**config.mk**
```make
export PLATFORM = sky130hd
export DESIGN_NAME = timer16_with_capture
export DESIGN_NICKNAME = d
export VERILOG_FILES = /design/src/design/timer16_pkg.sv /design/src/design/timer_evt_if.sv /design/src/design/timer_prescaler.sv /design/src/design/capture_edge.sv /design/src/design/timer16_with_capture.sv
export SDC_FILE = /design/constraint.sdc
export NUM_CORES = 1
export LEC_CHECK = 0
export ABC_CLOCK_PERIOD_IN_PS = 1700
export BUFFER_PORTS_ARGS = -buffer_cell sky130_fd_sc_hd__buf_2
export CORE_MARGIN = 5
export CORE_UTILIZATION = 51
export DETAILED_ROUTE_END_ITERATION = 10
export PLACE_DENSITY = 0.87
export SKIP_CTS_REPAIR_TIMING = 1
export SYNTH_ARGS = -nofsm -noshare
export SYNTH_HDL_FRONTEND = slang
export SYNTH_SLANG_ARGS = --single-unit
```
**constraint.sdc**
```tcl
create_clock -name clk -period 1.7 [get_ports clk]
set_input_delay 0 -clock clk [delete_from_list [all_inputs] [get_ports clk]]
set_output_delay 0 -clock clk [all_outputs]
set_load 0.05 [all_outputs]
```
**src/design/timer16_pkg.sv**
```systemverilog
// Package of constants and types for the 16-bit timer with capture.
`default_nettype none

package timer16_pkg;

    // ------------------------------------------------------------------
    // Bus geometry
    // ------------------------------------------------------------------
    localparam int ADDR_W = 12;
    localparam int DATA_W = 32;

    // ------------------------------------------------------------------
    // Register indices (byte address is four times the index)
    // ------------------------------------------------------------------
    localparam logic [7:0] IDX_MODE     = 8'hc0;
    localparam logic [7:0] IDX_CNT_LO   = 8'hc1;
    localparam logic [7:0] IDX_CNT_HI   = 8'hc2;
    localparam logic [7:0] IDX_CAP_CTRL = 8'hc3;
    localparam logic [7:0] IDX_CAP_LO   = 8'hc4;
    localparam logic [7:0] IDX_CAP_HI   = 8'hc5;
    localparam logic [7:0] IDX_IRQ      = 8'hc6;

    // ------------------------------------------------------------------
    // Field positions
    // ------------------------------------------------------------------
    localparam int MODE_ENABLE_BIT = 7;
    localparam int MODE_RATE_LSB   = 4;
    localparam int MODE_CLKSEL_BIT = 3;
    localparam int CAP_ENABLE_BIT  = 7;
    localparam int CAP_MODE_BIT    = 3;
    localparam int CAP_GO_BIT      = 2;
    localparam int CAP_FUNC_LSB    = 0;
    localparam int IRQ_FLAG_BIT    = 0;
    localparam int IRQ_EN_BIT      = 1;

    // ------------------------------------------------------------------
    // Reset values and counter limits
    // ------------------------------------------------------------------
    localparam logic [7:0]  MODE_RST     = 8'h00;
    localparam logic [7:0]  CAP_CTRL_RST = 8'h00;
    localparam logic [7:0]  BYTE_RST     = 8'h00;
    localparam logic [15:0] COUNT_RST    = 16'h0000;
    localparam logic [15:0] COUNT_FULL   = 16'hffff;
    localparam logic [6:0]  PRESC_MASK   = 7'h7f;

    // ------------------------------------------------------------------
    // Capture functions
    // ------------------------------------------------------------------
    typedef enum logic [1:0] {
        FUNC_ACCUM,
        FUNC_HIGH,
        FUNC_LOW,
        FUNC_CYCLE
    } cap_func_t;

    // True when the bus address selects the register with the given index.
    function automatic logic addr_hit(input logic [ADDR_W-1:0] addr,
                                      input logic [7:0]        idx);
        addr_hit = (addr == {2'b00, idx, 2'b00});
    endfunction : addr_hit

endpackage : timer16_pkg

`default_nettype wire

```
**src/design/timer_evt_if.sv**
```systemverilog
// Interface carrying timer ticks and input edges to the timer core.
`default_nettype none

interface timer_evt_if;
    logic tick;
    logic rise;
    logic fall;

    modport presc_mp (output tick);
    modport edge_mp  (output rise, output fall);
    modport core_mp  (input tick, input rise, input fall);
endinterface : timer_evt_if

`default_nettype wire

```
**src/design/timer_prescaler.sv**
```systemverilog
// Prescaler that turns the selected source tick into the timer tick.
`default_nettype none

module timer_prescaler (
    input  wire logic           clk,
    input  wire logic           rst_n,
    input  wire logic           run,
    input  wire logic           src_tick,
    input  wire logic [2:0]     rate,
    timer_evt_if.presc_mp       evt
);
    logic [6:0] div_r;
    logic [6:0] mask;

    // Divider restarts while the timer is stopped so the first period is whole.
    always_ff @(posedge clk or negedge rst_n) begin
        if (!rst_n) begin
            div_r <= 7'h00;
        end else if (!run) begin
            div_r <= 7'h00;
        end else if (src_tick) begin
            div_r <= div_r + 7'h01;
        end
    end

    assign mask     = timer16_pkg::PRESC_MASK >> rate;
    assign evt.tick = run & src_tick & ((div_r & mask) == mask);

endmodule : timer_prescaler

`default_nettype wire

```
**src/design/capture_edge.sv**
```systemverilog
// Synchroniser and edge detector for the capture input pin.
`default_nettype none

module capture_edge (
    input  wire logic           clk,
    input  wire logic           rst_n,
    input  wire logic           pin,
    timer_evt_if.edge_mp        evt
);
    logic sync1_r;
    logic sync2_r;
    logic prev_r;

    // Two flops absorb metastability; only the second and third are compared.
    always_ff @(posedge clk or negedge rst_n) begin
        if (!rst_n) begin
            sync1_r <= 1'b0;
            sync2_r <= 1'b0;
            prev_r  <= 1'b0;
        end else begin
            sync1_r <= pin;
            sync2_r <= sync1_r;
            prev_r  <= sync2_r;
        end
    end

    assign evt.rise = sync2_r & ~prev_r;
    assign evt.fall = ~sync2_r & prev_r;

endmodule : capture_edge

`default_nettype wire

```
**src/design/timer16_with_capture.sv**
```systemverilog
// Top of the 16-bit timer with capture front-end and APB register slave.
//
// The APB interface to the registers was left to the implementer.
`default_nettype none

// How it works
// Enable bit halts or runs main counter.
// Counter steps once per prescaled tick.
// Wrap to zero sets sticky overflow flag.
// No reload; counter continues from zero.
// Flag with enable raises interrupt request.
// Software clears flag; no auto clear.
// Clock select picks instruction or oscillator tick.
// Prescale code divides 128 down to 1.
// Runs in any power mode, no wake.
// High byte held, low write loads all.
// Low read snapshots high half for later.
// Software preloads 65536 minus interval.
// Software configures before enabling timer.
// Capture active only with both enables.
// Function field selects capture behaviour.
// Accumulative counts input edges only.
// Go waits trigger edge, then counts.
// Second edge stops, clears go, sets flag.
// Timer and capture share flag, request.
// Edge pairs per pulse and cycle mode.
// Accumulative ends on chosen counter wrap.
// Input synchronised before edge detection.
module timer16_with_capture (
    input  wire logic                             clk,
    input  wire logic                             rst_n,
    input  wire logic                             psel,
    input  wire logic                             penable,
    input  wire logic                             pwrite,
    input  wire logic [timer16_pkg::ADDR_W-1:0]   paddr,
    input  wire logic [timer16_pkg::DATA_W-1:0]   pwdata,
    input  wire logic [3:0]                       pstrb,
    output logic      [timer16_pkg::DATA_W-1:0]   prdata,
    output logic                                  pready,
    output logic                                  pslverr,
    input  wire logic                             instr_tick,
    input  wire logic                             hosc_tick,
    input  wire logic                             capture_input_pin,
    output logic                                  irq_req
);

    // ------------------------------------------------------------------
    // Declarations
    // ------------------------------------------------------------------
    typedef enum logic [1:0] {
        CAP_IDLE,
        CAP_ARMED,
        CAP_COUNT
    } cap_state_t;

    cap_state_t             state_r;
    cap_state_t             state_nxt;

    logic                   timer_enable;
    logic [2:0]             prescale_select;
    logic                   clock_select;
    logic [4:0]             mode_bits_r;

    logic                   capture_enable_r;
    logic                   capture_mode_select_r;
    logic                   capture_go_r;
    timer16_pkg::cap_func_t capture_function_select_r;

    logic [15:0]            count_r;
    logic [7:0]             cnt_hi_wr_r;
    logic [7:0]             cnt_hi_rd_r;
    logic [15:0]            cap_cnt_r;
    logic [7:0]             cap_hi_wr_r;
    logic [7:0]             cap_hi_rd_r;

    logic                   overflow_flag_r;
    logic                   overflow_irq_enable_r;

    logic [7:0]             rd_byte;
    logic                   mapped;
    logic                   setup_ph;
    logic                   wr_ok;
    logic                   rd_setup;
    logic [7:0]             wbyte;

    logic                   src_tick;
    logic                   cap_active;
    logic                   measuring;
    logic                   main_step;
    logic                   main_wrap;
    logic                   cap_step;
    logic                   cap_wrap;
    logic                   start_edge;
    logic                   stop_hit;
    logic                   cap_done;

    timer_evt_if            evt ();

    // ------------------------------------------------------------------
    // Time base and input front-end
    // ------------------------------------------------------------------
    assign timer_enable    = mode_bits_r[4];
    assign prescale_select = mode_bits_r[3:1];
    assign clock_select    = mode_bits_r[0];
    assign src_tick        = clock_select ? hosc_tick : instr_tick;

    timer_prescaler u_presc (
        .clk      (clk),
        .rst_n    (rst_n),
        .run      (timer_enable),
        .src_tick (src_tick),
        .rate     (prescale_select),
        .evt      (evt.presc_mp)
    );

    capture_edge u_edge (
        .clk   (clk),
        .rst_n (rst_n),
        .pin   (capture_input_pin),
        .evt   (evt.edge_mp)
    );

    // ------------------------------------------------------------------
    // Bus decode
    // ------------------------------------------------------------------
    // Zero wait states: every transfer is one setup and one access cycle.
    assign pready   = 1'b1;
    assign setup_ph = psel & ~penable;
    assign rd_setup = setup_ph & ~pwrite;
    assign wbyte    = pwdata[7:0];

    always_comb begin
        mapped = timer16_pkg::addr_hit(paddr, timer16_pkg::IDX_MODE)
               | timer16_pkg::addr_hit(paddr, timer16_pkg::IDX_CNT_LO)
               | timer16_pkg::addr_hit(paddr, timer16_pkg::IDX_CNT_HI)
               | timer16_pkg::addr_hit(paddr, timer16_pkg::IDX_CAP_CTRL)
               | timer16_pkg::addr_hit(paddr, timer16_pkg::IDX_CAP_LO)
               | timer16_pkg::addr_hit(paddr, timer16_pkg::IDX_CAP_HI)
               | timer16_pkg::addr_hit(paddr, timer16_pkg::IDX_IRQ);
    end

    assign pslverr = psel & penable & ~mapped;
    assign wr_ok   = psel & penable & pwrite & pstrb[0] & mapped;

    // ------------------------------------------------------------------
    // Capture sequencing conditions
    // ------------------------------------------------------------------
    assign cap_active = timer_enable & capture_enable_r;
    assign measuring  = (state_r == CAP_COUNT);

    // No power-mode gating: counting continues in green mode and no wake
    // request leaves the block.
    assign main_step = timer_enable & evt.tick & (~cap_active | measuring);
    assign main_wrap = main_step & (count_r == timer16_pkg::COUNT_FULL);

    // The accumulative counter advances on rising input edges, never on the tick.
    assign cap_step = measuring & (capture_function_select_r == timer16_pkg::FUNC_ACCUM)
                    & evt.rise;
    assign cap_wrap = cap_step & (cap_cnt_r == timer16_pkg::COUNT_FULL);

    always_comb begin
        start_edge = evt.rise;
        stop_hit   = 1'b0;
        unique case (capture_function_select_r)
            timer16_pkg::FUNC_ACCUM: begin
                stop_hit = capture_mode_select_r ? main_wrap : cap_wrap;
            end
            timer16_pkg::FUNC_HIGH: begin
                stop_hit = evt.fall;
            end
            timer16_pkg::FUNC_LOW: begin
                start_edge = evt.fall;
                stop_hit   = evt.rise;
            end
            timer16_pkg::FUNC_CYCLE: begin
                stop_hit = evt.rise;
            end
        endcase
    end

    assign cap_done = measuring & cap_active & capture_go_r & stop_hit;

    // ------------------------------------------------------------------
    // Capture state machine
    // ------------------------------------------------------------------
    always_comb begin
        state_nxt = state_r;
        unique case (state_r)
            CAP_IDLE: begin
                if (cap_active && capture_go_r) begin
                    state_nxt = CAP_ARMED;
                end
            end
            CAP_ARMED: begin
                if (!cap_active || !capture_go_r) begin
                    state_nxt = CAP_IDLE;
                end else if (start_edge) begin
                    state_nxt = CAP_COUNT;
                end
            end
            CAP_COUNT: begin
                if (!cap_active || !capture_go_r || cap_done) begin
                    state_nxt = CAP_IDLE;
                end
            end
            default: begin
                state_nxt = CAP_IDLE;
            end
        endcase
    end

    always_ff @(posedge clk or negedge rst_n) begin
        if (!rst_n) begin
            state_r <= CAP_IDLE;
        end else begin
            state_r <= state_nxt;
        end
    end

    // ------------------------------------------------------------------
    // Mode register
    // ------------------------------------------------------------------
    always_ff @(posedge clk or negedge rst_n) begin
        if (!rst_n) begin
            mode_bits_r <= timer16_pkg::MODE_RST[7:3];
        end else if (wr_ok && timer16_pkg::addr_hit(paddr, timer16_pkg::IDX_MODE)) begin
            mode_bits_r <= wbyte[timer16_pkg::MODE_ENABLE_BIT:timer16_pkg::MODE_CLKSEL_BIT];
        end
    end

    // ------------------------------------------------------------------
    // Capture control register
    // ------------------------------------------------------------------
    always_ff @(posedge clk or negedge rst_n) begin
        if (!rst_n) begin
            capture_enable_r          <= timer16_pkg::CAP_CTRL_RST[timer16_pkg::CAP_ENABLE_BIT];
            capture_mode_select_r     <= timer16_pkg::CAP_CTRL_RST[timer16_pkg::CAP_MODE_BIT];
            capture_function_select_r <= timer16_pkg::FUNC_ACCUM;
        end else if (wr_ok && timer16_pkg::addr_hit(paddr, timer16_pkg::IDX_CAP_CTRL)) begin
            capture_enable_r          <= wbyte[timer16_pkg::CAP_ENABLE_BIT];
            capture_mode_select_r     <= wbyte[timer16_pkg::CAP_MODE_BIT];
            capture_function_select_r <= timer16_pkg::cap_func_t'(
                wbyte[timer16_pkg::CAP_FUNC_LSB +: 2]);
        end
    end

    // A software write in the same cycle as completion wins, so a fresh
    // start request is never dropped.
    always_ff @(posedge clk or negedge rst_n) begin
        if (!rst_n) begin
            capture_go_r <= timer16_pkg::CAP_CTRL_RST[timer16_pkg::CAP_GO_BIT];
        end else if (wr_ok && timer16_pkg::addr_hit(paddr, timer16_pkg::IDX_CAP_CTRL)) begin
            capture_go_r <= wbyte[timer16_pkg::CAP_GO_BIT];
        end else if (cap_done) begin
            capture_go_r <= 1'b0;
        end
    end

    // ------------------------------------------------------------------
    // Main counter and its byte latches
    // ------------------------------------------------------------------
    always_ff @(posedge clk or negedge rst_n) begin
        if (!rst_n) begin
            cnt_hi_wr_r <= timer16_pkg::BYTE_RST;
        end else if (wr_ok && timer16_pkg::addr_hit(paddr, timer16_pkg::IDX_CNT_HI)) begin
            cnt_hi_wr_r <= wbyte;
        end
    end

    // Without a reload buffer the counter simply rolls over to zero.
    always_ff @(posedge clk or negedge rst_n) begin
        if (!rst_n) begin
            count_r <= timer16_pkg::COUNT_RST;
        end else if (wr_ok && timer16_pkg::addr_hit(paddr, timer16_pkg::IDX_CNT_LO)) begin
            count_r <= {cnt_hi_wr_r, wbyte};
        end else if (main_step) begin
            count_r <= count_r + 16'h0001;
        end
    end

    always_ff @(posedge clk or negedge rst_n) begin
        if (!rst_n) begin
            cnt_hi_rd_r <= timer16_pkg::BYTE_RST;
        end else if (rd_setup && timer16_pkg::addr_hit(paddr, timer16_pkg::IDX_CNT_LO)) begin
            cnt_hi_rd_r <= count_r[15:8];
        end
    end

    // ------------------------------------------------------------------
    // Capture counter and its byte latches
    // ------------------------------------------------------------------
    always_ff @(posedge clk or negedge rst_n) begin
        if (!rst_n) begin
            cap_hi_wr_r <= timer16_pkg::BYTE_RST;
        end else if (wr_ok && timer16_pkg::addr_hit(paddr, timer16_pkg::IDX_CAP_HI)) begin
            cap_hi_wr_r <= wbyte;
        end
    end

    always_ff @(posedge clk or negedge rst_n) begin
        if (!rst_n) begin
            cap_cnt_r <= timer16_pkg::COUNT_RST;
        end else if (wr_ok && timer16_pkg::addr_hit(paddr, timer16_pkg::IDX_CAP_LO)) begin
            cap_cnt_r <= {cap_hi_wr_r, wbyte};
        end else if (cap_step) begin
            cap_cnt_r <= cap_cnt_r + 16'h0001;
        end
    end

    always_ff @(posedge clk or negedge rst_n) begin
        if (!rst_n) begin
            cap_hi_rd_r <= timer16_pkg::BYTE_RST;
        end else if (rd_setup && timer16_pkg::addr_hit(paddr, timer16_pkg::IDX_CAP_LO)) begin
            cap_hi_rd_r <= cap_cnt_r[15:8];
        end
    end

    // ------------------------------------------------------------------
    // Overflow flag and interrupt request
    // ------------------------------------------------------------------
    // The flag is never cleared by the interrupt being taken; only a write
    // of zero clears it, and a same-cycle event keeps it set.
    always_ff @(posedge clk or negedge rst_n) begin
        if (!rst_n) begin
            overflow_flag_r <= 1'b0;
        end else if (main_wrap || cap_done) begin
            overflow_flag_r <= 1'b1;
        end else if (wr_ok && timer16_pkg::addr_hit(paddr, timer16_pkg::IDX_IRQ)
                     && !wbyte[timer16_pkg::IRQ_FLAG_BIT]) begin
            overflow_flag_r <= 1'b0;
        end
    end

    always_ff @(posedge clk or negedge rst_n) begin
        if (!rst_n) begin
            overflow_irq_enable_r <= 1'b0;
        end else if (wr_ok && timer16_pkg::addr_hit(paddr, timer16_pkg::IDX_IRQ)) begin
            overflow_irq_enable_r <= wbyte[timer16_pkg::IRQ_EN_BIT];
        end
    end

    assign irq_req = overflow_flag_r & overflow_irq_enable_r;

    // ------------------------------------------------------------------
    // Read path
    // ------------------------------------------------------------------
    always_comb begin
        rd_byte = 8'h00;
        if (timer16_pkg::addr_hit(paddr, timer16_pkg::IDX_MODE)) begin
            rd_byte = {mode_bits_r, 3'b000};
        end else if (timer16_pkg::addr_hit(paddr, timer16_pkg::IDX_CNT_LO)) begin
            rd_byte = count_r[7:0];
        end else if (timer16_pkg::addr_hit(paddr, timer16_pkg::IDX_CNT_HI)) begin
            rd_byte = cnt_hi_rd_r;
        end else if (timer16_pkg::addr_hit(paddr, timer16_pkg::IDX_CAP_CTRL)) begin
            rd_byte = {capture_enable_r, 3'b000, capture_mode_select_r, capture_go_r,
                       capture_function_select_r};
        end else if (timer16_pkg::addr_hit(paddr, timer16_pkg::IDX_CAP_LO)) begin
            rd_byte = cap_cnt_r[7:0];
        end else if (timer16_pkg::addr_hit(paddr, timer16_pkg::IDX_CAP_HI)) begin
            rd_byte = cap_hi_rd_r;
        end else if (timer16_pkg::addr_hit(paddr, timer16_pkg::IDX_IRQ)) begin
            rd_byte = {6'b00_0000, overflow_irq_enable_r, overflow_flag_r};
        end
    end

    // Read data is captured at the end of the setup cycle and stands
    // through the access cycle.
    always_ff @(posedge clk or negedge rst_n) begin
        if (!rst_n) begin
            prdata <= 32'h0000_0000;
        end else if (rd_setup) begin
            prdata <= {24'h00_0000, rd_byte};
        end
    end

endmodule : timer16_with_capture

`default_nettype wire

```
# --- After elaboration in Yosys (flattened, before gate mapping) ---
# Index checks and enable logic that the tools add are counted.
# W data, S select, Z words.
totals:
  latchBits: 0
  memories: 0
  output_inout_bits: 35
  ff_bits: 96
  mem_bits_ro: 0
  ramBits: 0
op_classes:
  reduce_logical: 25
  n_lt_le_gt_ge: 0
  mux: 26
  add_sub_neg: 3
  n_div: 0
  n_eq_ne: 19
  multipliers: 0
  bitwise: 36
  n_shift: 1
op_table:
  columns: ["op", "count"]
  rows:
  - ["$eq A12 B10 Y1 const B", 7]
  - ["$mux W16", 4]
  - ["$mux W8", 6]
  - ["$add A16 B1 Y16 const B", 2]
  - ["$eq A16 B16 Y1 const B", 2]
  - ["$and A1 B1 Y1", 22]
  - ["$mux W7", 2]
  - ["$logic_and A1 B1 Y1", 11]
  - ["$mux W2", 5]
  - ["$reduce_bool A2 Y1", 4]
  - ["$add A7 B1 Y7 const B", 1]
  - ["$and A7 B7 Y7", 1]
  - ["$eq A7 B7 Y1", 1]
  - ["$mux W1", 7]
  - ["$or A1 B1 Y1", 7]
  - ["$shr A7 B3 Y7 const A", 1]
  - ["$eq A2 B2 Y1 const B", 3]
  - ["$not A1 Y1", 6]
  - ["$pmux W2 S3", 1]
  - ["$eq A2 B1 Y1 const B", 2]
  - ["$logic_not A2 Y1", 2]
  - ["$ne A2 B1 Y1 const B", 2]
  - ["$logic_not A1 Y1", 3]
  - ["$logic_or A1 B1 Y1", 3]
  - ["other kinds (5)", 5]

# --- Logic depth before layout (Yosys ltp) ---
# Gate-level depths: netlist of run 1.
logic_depth:
  depth_word: 13
  depth_mapped: 7
  mapped_depth_nobuf: 6

# --- By module ---
# From an unflattened synthesis of run 1, not the netlist that was laid out.
hier_totals:
  cells_unflattened: 508
  hier_area_um2: 5141.2
modules_own_cells:
  columns: ["mod", "n_inst", "cells_each", "seq_area_each_um2", "area_per_inst_um2"]
  rows:
  - ["timer16_with_capture", 1, 464, 2152.1, 4653.2]
  - ["timer_prescaler", 1, 39, 175.2, 397.9]
  - ["capture_edge", 1, 5, 75.1, 90.1]

# --- Worst setup path after synthesis of run 1 ---
# OpenSTA, ideal clock, no wires.
synth_timing:
  kind: "register -> register"
  startpoint: "reg capture_function_select_r[1]"
  endpoint: "reg capture_go_r"
  arrival_time_ns: 1.607
  stages_incl_launch_ff: 7
  synth_period_minus_slack_ns: 1.743
  setup_time_ns: 0.136
  n_path_buf: 1
  required_time_ns: 1.564
  path_slack_ns: -0.043
  path_cell_list: "dfrtp_1 -> clkbuf_1 -> nor3b_2 -> nand4_1 -> o41ai_1 -> a31o_2 -> a31oi_1"
synth_via:
  elab_chain_len: 8
  word_cells_on_any_way: 12
  cone_classes: "eq/ne (3); mux (2); bitwise (4); reduce/logical (3)"
synth_lines:
  columns: ["item", "line", "source"]
  rows:
  - ["start, declared", "timer16_with_capture.sv:67", "timer16_pkg::cap_func_t capture_function_select_r;"]
  - ["start signal, assigned", "timer16_with_capture.sv:238", "capture_function_select_r <= timer16_pkg::FUNC_ACCUM;"]
  - ["start signal, assigned", "timer16_with_capture.sv:242", "capture_function_select_r <= timer16_pkg::cap_func_t'("]
  - ["$logic_not A2 Y1", "timer16_with_capture.sv:157, timer16_with_capture.sv:164", null]
  - ["$and A1 B1 Y1", "timer16_with_capture.sv:157", "assign cap_step = measuring & (capture_function_select_r == timer16_pkg::FUNC_ACCUM)"]
  - ["$and A1 B1 Y1", "timer16_with_capture.sv:158", "& evt.rise;"]
  - ["$and A1 B1 Y1", "timer16_with_capture.sv:159", "assign cap_wrap = cap_step & (cap_cnt_r == timer16_pkg::COUNT_FULL);"]
  - ["$mux W1", "timer16_with_capture.sv:166", "stop_hit = capture_mode_select_r ? main_wrap : cap_wrap;"]
  - ["$pmux W1 S3 *", "timer16_with_capture.sv:164", "unique case (capture_function_select_r)"]
  - ["$and A1 B1 Y1 *", "timer16_with_capture.sv:181", "assign cap_done = measuring & cap_active & capture_go_r & stop_hit;"]
  - ["$reduce_bool A2 Y1 (no source line) *", null, null]
  - ["end signal, assigned", "timer16_with_capture.sv:251", "capture_go_r <= timer16_pkg::CAP_CTRL_RST[timer16_pkg::CAP_GO_BIT];"]
  - ["end signal, assigned", "timer16_with_capture.sv:253", "capture_go_r <= wbyte[timer16_pkg::CAP_GO_BIT];"]
  - ["end, declared", "timer16_with_capture.sv:66", "logic capture_go_r;"]
# Mark *: on every way between the ends. The rest lies on a longest branch, timed or not.
# A chain may end at the register's enable or synchronous reset.

# --- Worst setup path in the final report of run 1 ---
layout_timing:
  startpoint: "reg count_r[7]"
  endpoint: "reg count_r[15]"
layout_via:
  elab_chain_len: 3
layout_lines:
  columns: ["item", "line", "source"]
  rows:
  - ["start, declared", "timer16_with_capture.sv:69", "logic [15:0] count_r;"]
  - ["start signal, assigned", "timer16_with_capture.sv:273", "count_r <= timer16_pkg::COUNT_RST;"]
  - ["start signal, assigned", "timer16_with_capture.sv:275", "count_r <= {cnt_hi_wr_r, wbyte};"]
  - ["start signal, assigned", "timer16_with_capture.sv:277", "count_r <= count_r + 16'h0001;"]
  - ["$add A16 B1 Y16", "timer16_with_capture.sv:277", null]
  - ["$mux W16", "timer16_with_capture.sv:276", "end else if (main_step) begin"]
  - ["$mux W16", "timer16_with_capture.sv:274", "end else if (wr_ok && timer16_pkg::addr_hit(paddr, timer16_pkg::IDX_CNT_LO)) begin"]
# No other way between the ends. The select of a mux whose other input is x is not followed.

==> run summary, run 1 <==
Status: finished, violations left
Failing checks: negative setup slack
Setup Skew: 0.0159 ns
Power per cell area: 639 nW/um^2
Hold_ws: 0.00247 ns
Antenna Violating Nets Remaining: 0
IO Pins: 91
FF-to-FF setup slack: -0.07 ns
Placed Cells: 716
Slew Limit Fails: 0
Avg Vias per Cell: 6.01
Row cnt: 37
Post-synth ARST share: 1.00
Diodes inserted: 0
H-tree depth: 3
DRT Pass-1 Iters: 5
Mean Syn Cell Area: 10.3 sq um
Final net count: 673
DP Wirelength: 10100 um
Initial core utilization: 0.516
Arrival time worst endpoint: 2.06 ns
Die width: 111 um
CP Max Fanout: 5
Post-synth top flop: dfrtp_1
Congestion Overflow GR: 0
Worst path max stage delay: 0.48 ns
Yosys warning count: 0
Post-synth EDFFs: 0
Final setup vio count: 10
Clock period minus worst slack: 1.77 ns
Worst setup margin: -0.0666 ns
Total die area: 12400 sq um
Leakage: 2.98 nW
CTS tree: done
Buffers on Ports: 38
Cell count after synthesis: 508
Crit. End Element: register
Clock root cell: clkbuf_8
CP cell instances: nand4_1, nor3_2, nand2_2, or4_1, a31oi_1
DRC Markers: 0
Global-route wire length before repair: 21700 um
Worst min-delay path class: primary input to register
Final non-filler cell total: 755
Max clock buf depth: 2
Latest clock arrival within the worst-skew pair: 0.38 ns
Final Hold Vio Count: 0
Seq cells post-synth: 96
1st-iter DRT viols: 375
CP startpoint: count_r[7]$_DFFE_PN0P_
Drt wl/cell: 19.3 um
Mapped Area: 5250 sq um
Relative slew slack: 0.585
Drt total wl: 14600 um
Worst setup path category: register to register
Vias in the first global route: 4308
Fraction of layout instances using a drive strength above 1: 0.336
Gr usage total: 0.216
F_max: 566 MHz
Hold path depth: 3
MaxCap Viol Count: 0
Die Ht: 111 um
Pin count of the biggest net entering global routing: 62
Initial antenna violation count: 0
Fin crit share: 1.04
Worst setup SP type: register
Reg2reg path depth: 5
RSZ-0062 raised after global routing: yes
Area delta synth->final: 22.1%
Max rail drop VDD: 0.000347 V
CORE AREA: 10200 sq um
Worst R2R End: count_r[15]$_DFFE_PN0P_
Total Power: 4.09 mW
Worst-Margin Slew: 0.618 ns
Synth cell types: 65
CTS clk-pin slew, worst paths: 0.10 ns
CP max stage cell: or4_1
Routability congestion estimate: 0.969
Sink Count: 96
DR vias: 4536
Total CTS buffers: 9
HP Start: pwdata[0]
Reg-to-Reg Start: count_r[7]$_DFFE_PN0P_
Sequential cell area fraction in the yosys report: 0.457
Critical Path RT: 1.99 ns
Worst Hold End: cap_cnt_r[0]$_DFFE_PN0P_
==> registers in the layout, indices dropped and copies added (netlist names), 2 cells and up <==
| register | count |
|---|---|
| prdata | 8 |
| cap_cnt_r | 16 |
| u_presc.div_r | 7 |
| count_r | 16 |
| capture_function_select_r | 2 |
| mode_bits_r | 5 |
| cnt_hi_rd_r | 8 |
| state_r | 2 |
| cnt_hi_wr_r | 8 |
| cap_hi_wr_r | 8 |
| cap_hi_rd_r | 8 |
==> where the power goes <==
group,total [mW],switching (mW),internal (mW)
clock network,1.43,0.874,0.557
registers,2.29,0.00425,2.29
logic,0.371,0.277,0.0936
==> layout make-up <==
class                   count  area, sq um
well taps                 136          170
fillers                   749         3770
multi-input cells         382         2750
clock buffers               9          124
repair buffers            118          871
inverters                   7         26.3
flip-flops and latches     96         2410
clock inverters             7         60.1
==> worst max-delay path by stage <==
stage                                     to  cells after the start  slack, ns
finish               count_r[15]$_DFFE_PN0P_                      5      -0.07
global route         count_r[15]$_DFFE_PN0P_                      5      -0.16
CTS                 capture_go_r$_DFFE_PN0P_                      5      -0.15
detailed placement    state_r[1]$_DFFE_PN0P_                      6      -0.12
global placement    capture_go_r$_DFFE_PN0P_                      6     -0.001
floorplan            count_r[12]$_DFFE_PN0P_                      6      -0.02
==> through the flow <==
step	TNS, ns	utilization	setup WS, ns	cell area, sq um
6_report	-0.420	0.629	-0.0666	6410
5_1_grt	-1.51	0.629	-0.162	6410
4_1_cts	-1.31	0.596	-0.149	6070
3_5_place_dp	-0.711	0.578	-0.120	5880
3_3_place_gp	-0.00106	0.578	-0.00106	5880
2_1_floorplan	-0.0157	-	-0.0157	5350
==> critical path, delay by kind of cell (launching register included) <==
family	cells	cell delay (ns)
compound gates	1	0.19
flops	1	0.42
simple gates	4	1.07
==> synth_stat cells, types with 2 or more instances <==
master | n | area, sq um
and3_1 | 6 | 37.5
o211ai_1 | 4 | 30.0
nor2_1 | 28 | 105
o21ai_0 | 29 | 145
xnor2_1 | 9 | 78.8
o21ai_1 | 2 | 10.0
xor2_1 | 18 | 158
a31oi_1 | 8 | 50.1
nor2b_1 | 5 | 31.3
buf_2 | 10 | 50.1
nand2_1 | 49 | 184
dfrtp_1 | 96 | 2400
nand2b_1 | 5 | 31.3
conb_1 | 2 | 7.51
inv_1 | 7 | 26.3
and2_1 | 11 | 68.8
a22oi_1 | 8 | 60.1
nor3_1 | 3 | 15.0
ha_1 | 3 | 37.5
nor3b_2 | 2 | 25.0
buf_4 | 25 | 188
or3_1 | 3 | 18.8
mux2i_1 | 12 | 120
nand4b_1 | 2 | 17.5
o31ai_1 | 3 | 22.5
a22o_1 | 7 | 61.3
nor4bb_1 | 2 | 20.0
nand3_1 | 13 | 65.1
mux2_2 | 45 | 507
a21oi_1 | 19 | 95.1
a221oi_1 | 2 | 17.5
or4_1 | 3 | 22.5
clkbuf_1 | 9 | 33.8
a211oi_1 | 2 | 15.0
and4_1 | 8 | 70.1
nand4_1 | 19 | 119
==> layer usage <==
layer,part of all wire,GRT usage
met4,0.038,0.0770
met5,0,0
met1,0.38,0.269
met2,0.49,0.374
met3,0.086,0.0413
==> cells in the final DEF (no fill, tap or decap), types with 3 or more instances in the layout <==
cell	count
clkbuf_8	9
nor2b_1	4
nor2_1	25
xor2_1	18
and3_1	6
ha_1	3
or3_1	3
o21ai_1	9
dfrtp_2	5
xnor2_1	7
inv_1	7
nand3_1	12
buf_6	4
buf_4	64
buf_12	3
clkinvlp_4	3
nor2_4	3
and2_1	11
dfrtp_1	91
conb_1	25
inv_6	3
dlygate4sd3_1	10
buf_2	37
nand4_1	19
o211ai_1	4
a31oi_1	8
a22oi_1	8
mux2i_1	12
o21ai_0	20
a22o_1	7
or4_1	3
o31ai_1	3
nand2b_1	5
and4_1	7
nand2_1	48
a21oi_1	19
mux2_2	45
==> cell families (layout without fill, tap and decap cells) <==
logic type / after synthesis / in the layout / synth area share
fa+ha+maj: 3 / 3 / 0.00715
simple gates: 171 / 171 / 0.182
flops: 96 / 96 / 0.457
mux: 60 / 60 / 0.129
compound gates: 96 / 96 / 0.119
buf+inv: 53 / 141 / 0.0596
xor+xnor: 27 / 27 / 0.0450
other cells: 2 / 25 / 0.00143
No activity file was read; power rests on OpenSTA's default activity.
==> run 2: changes to the inputs <==
--- a/config.mk
+++ b/config.mk
@@ -7,6 +7,7 @@
 export LEC_CHECK = 0
 export ABC_CLOCK_PERIOD_IN_PS = 1700
 export BUFFER_PORTS_ARGS = -buffer_cell sky130_fd_sc_hd__buf_2
+export CORE_ASPECT_RATIO = 0.7
 export CORE_MARGIN = 5
 export CORE_UTILIZATION = 51
 export DETAILED_ROUTE_END_ITERATION = 10
@@ -14,4 +15,5 @@
 export SKIP_CTS_REPAIR_TIMING = 1
 export SYNTH_ARGS = -nofsm -noshare
 export SYNTH_HDL_FRONTEND = slang
+export SYNTH_HIERARCHICAL = 1
 export SYNTH_SLANG_ARGS = --single-unit
==> run 2 against run 1 <==
  * The run still ends with negative setup slack left
  * Critical endpoint is now count_r[10]$_DFFE_PN0P_
  * Clock skew shrank 0.0085 ns
  * Synthesized cell count unchanged
  * Design area rose by 2.6%
==> run summary, run 2 <==
CP max stage cell: dfrtp_1
Worst setup path category: register to register
Seq cells post-synth: 96 (unchanged)
CP cell instances: a21o_1, a31oi_1, a211oi_2, nand4_1, a2111oi_4, buf_6, nand4_1, xor2_2, a21oi_2
Most frequent cells after synthesis: 96 x dfrtp_1, 50 x nand2_1, 45 x mux2_2
F_max: 452 MHz (-20%)
Largest area contributor in the netlist: dfrtp_1
Worst path max stage delay: 0.43 ns (-0.05 ns)
Drt total wl: 15400 um (+5.3%)
Post-synth ARST share: 1.00 (unchanged)
Worst setup margin: -0.510 ns (-0.444 ns)
Post-synth top area share: 0.467 (+0.00980)
CP Max Fanout: 6 (+1)
Failing checks: negative setup slack
CTS clk-pin slew, worst paths: 0.07 ns (-0.03 ns)
DRC Markers: 0 (unchanged)
Arrival time worst endpoint: 2.44 ns (+0.38 ns)
Clock period minus worst slack: 2.21 ns (+0.444 ns)
Die Ht: 94.0 um (-16%)
Largest family of logic cells by synthesized area: simple AND/OR/NAND/NOR gates
CTS tree: done
Sink Count: 96 (unchanged)
Total Power: 4.84 mW (+18%)
Sequential cell area fraction in the yosys report: 0.467 (+0.00980)
Synth Area in Adders: 0.00730 (+0.000153)
Final net count: 678 (+0.74%)
Antenna Violating Nets Remaining: 0 (unchanged)
CORE AREA: 9760 sq um (-4.2%)
Area delta synth->final: 28.0%
Clock root cell: clkbuf_16
Latest clock arrival within the worst-skew pair: 0.35 ns (-0.03 ns)
Post-synth EDFFs: 0 (unchanged)
Avg Vias per Cell: 6.14 (+2.2%)
Count leader, synth: dfrtp_1
Final setup vio count: 34 (+24)
Mapped Area: 5140 sq um (-2.1%)
Drt wl/cell: 20.4 um (+5.7%)
Power per cell area: 736 nW/um^2 (+15%)
Final Hold Vio Count: 0 (unchanged)
Critical Path RT: 1.93 ns (-0.06 ns)
Total CTS buffers: 9 (unchanged)
Leakage: 2.97 nW (-0.25%)
Cell family with most CP delay: compound AO/OA/AOI/OAI gates
Mean Syn Cell Area: 10.1 sq um (-2.1%)
Yosys warning count: 6 (+6)
Synth Area in XOR/XNOR: 0.0579 (+0.0129)
Crit. End Element: register
IO Pins: 91 (unchanged)
Slew Limit Fails: 0 (unchanged)
Global-route wire length before repair: 23200 um (+6.9%)
Synth Area in Compound Gates: 0.117 (-0.00207)
Regs by FF count: cap_cnt_r (16), count_r (16)
Buffers on Ports: 38 (unchanged)
Most common cell after layout, fill and taps aside: dfrtp_1
Status: finished, violations left
MaxCap Viol Count: 0 (unchanged)
Worst setup SP type: register
Fill cells: 695 (-7.2%)
Initial antenna violation count: 0 (unchanged)
Most frequent cells in the layout: 96 x dfrtp_1, 68 x buf_4, 47 x nand2_1
DRT Pass-1 Iters: 6 (+1)
Total die area: 12200 sq um (-1.6%)
DP Wirelength: 10800 um (+7.0%)
Simple-gate portion of the synthesized area: 0.176 (-0.00512)
Worst min-delay path class: primary input to register
Vias in the first global route: 4455 (+3.4%)
Diodes inserted: 0 (unchanged)
Fin crit share: 1.30 (+0.261)
Pin count of the biggest net entering global routing: 41 (-34%)
Post-synth top flop: dfrtp_1
Most frequent CP cell: nand4_1
DR vias: 4617 (+1.8%)
Die width: 130 um (+17%)
Relative slew slack: 0.595 (+0.00965)
Setup Skew: 0.00737 ns (-0.00850 ns)
Synth cell types: 53 (-18%)
Max rail drop VDD: 0.000751 V (+120%)
1st-iter DRT viols: 484 (+29%)
Fraction of layout instances using a drive strength above 1: 0.343 (+0.00692)
Initial core utilization: 0.527 (+0.0112)
Row cnt: 30 (-19%)
Mux cell area share after synthesis: 0.118 (-0.0106)
RSZ-0062 raised after global routing: yes
Worst-Margin Slew: 0.603 ns (-0.0144 ns)
Cell count after synthesis: 508 (unchanged)
Max clock buf depth: 2 (unchanged)
Routability congestion estimate: 0.954 (-1.5%)
Buffers & Inverters on Critical Path: 1 (+1)
Gr usage total: 0.249 (+0.0332)
Dpl ws: -0.496 ns (-0.376 ns)
Congestion Overflow GR: 0 (unchanged)
H-tree depth: 3 (unchanged)
Synth top area cells: dfrtp_1 47%, mux2_2 9.9%, xor2_1 4.1%, buf_4 3.7%, nand2_1 3.7%
[run 2: cell types whose count changed after synthesis, moves of 4 or more]
cell,before,now
a22oi_1,8,0
xor2_1,18,24
nor3_1,3,8
a21oi_1,19,32
o221ai_1,0,5
a22o_1,7,1
buf_2,10,5
nand3_1,13,20
nor4_1,1,5
a31oi_1,8,4
[run 2: worst paths after layout]
| path | slack, ns | to | startpoint | cells past startpoint |
|---|---|---|---|---|
| setup / recovery | -0.51 | count_r[10]$_DFFE_PN0P_ | mode_bits_r[2]$_DFFE_PN0P_ | 9 |
| hold / removal | 0.001 | cap_cnt_r[1]$_DFFE_PN0P_ | pwdata[1] | 3 |
| setup reg to reg | -0.51 | count_r[10]$_DFFE_PN0P_ | mode_bits_r[2]$_DFFE_PN0P_ | 9 |
| hold reg to reg | 0.36 | u_edge/sync2_r$_DFF_PN0_ | u_edge/sync1_r$_DFF_PN0_ | 0 |
| max in group asynchronous | 1.04 | capture_go_r$_DFFE_PN0P_ | rst_n | 3 |
| min in group asynchronous | 0.10 | cnt_hi_wr_r[5]$_DFFE_PN0P_ | rst_n | 2 |
[run 2: per-layer routing]
metal,GRT usage,part of all wire,up-vias,wire length (um)
li1,-,-,2005,-
met1,0.348,0.41,2280,6260
met2,0.377,0.45,281,6970
met3,0.0602,0.11,51,1690
met4,0.0900,0.030,0,465
met5,0,0,-,0
[run 2: worst reg2reg max path: stages, from the launching register on]
cell and delay (ns):
dfrtp_1 0.43, a21o_1 0.12, a31oi_1 0.13, a211oi_2 0.28
nand4_1 0.22, a2111oi_4 0.25, buf_6 0.19, nand4_1 0.17
xor2_2 0.22, a21oi_2 0.08
[run 2: kinds of logic after synthesis]
group	after synthesis
compound gates	98
flops	96
mux	55
xor+xnor	34
simple gates	172
buf+inv	48
other cells	2
fa+ha+maj	3
[run 2: power breakdown]
| group | switching, mW | internal (mW) | leakage [nW] | total [mW] |
|---|---|---|---|---|
| clock network | 0.912 | 1.20 | 0.152 | 2.11 |
| registers | 0.00603 | 2.29 | 1.25 | 2.30 |
| logic | 0.326 | 0.108 | 1.57 | 0.434 |
| total | 1.24 | 3.60 | 2.97 | 4.84 |
[run 2: layout make-up]
class | instances | area, sq um | share of cell area
well taps | 128 | 160 | 0.0243
inverters | 5 | 18.8 | 0.00285
repair buffers | 120 | 883 | 0.134
flip-flops and latches | 96 | 2400 | 0.365
multi-input cells | 387 | 2810 | 0.427
clock inverters | 5 | 63.8 | 0.00970
clock buffers | 11 | 243 | 0.0369
[run 2: through the flow]
| stage | instance area (sq um) | utilization | TNS [ns] | std cells | hold WS, ns |
|---|---|---|---|---|---|
| finish | 6580 | 0.674 | -9.11 | 752 | 0.00136 |
| global route | 6580 | 0.674 | -12.56 | 752 | 0.0185 |
| CTS | 6280 | 0.643 | -8.80 | 738 | -0.436 |
| detailed placement | 5970 | 0.612 | -10.62 | 722 | -0.0662 |
| global placement | 5970 | 0.612 | -6.49 | 722 | -0.0707 |
| floorplan | 5340 | - | -2.88 | 531 | -0.296 |
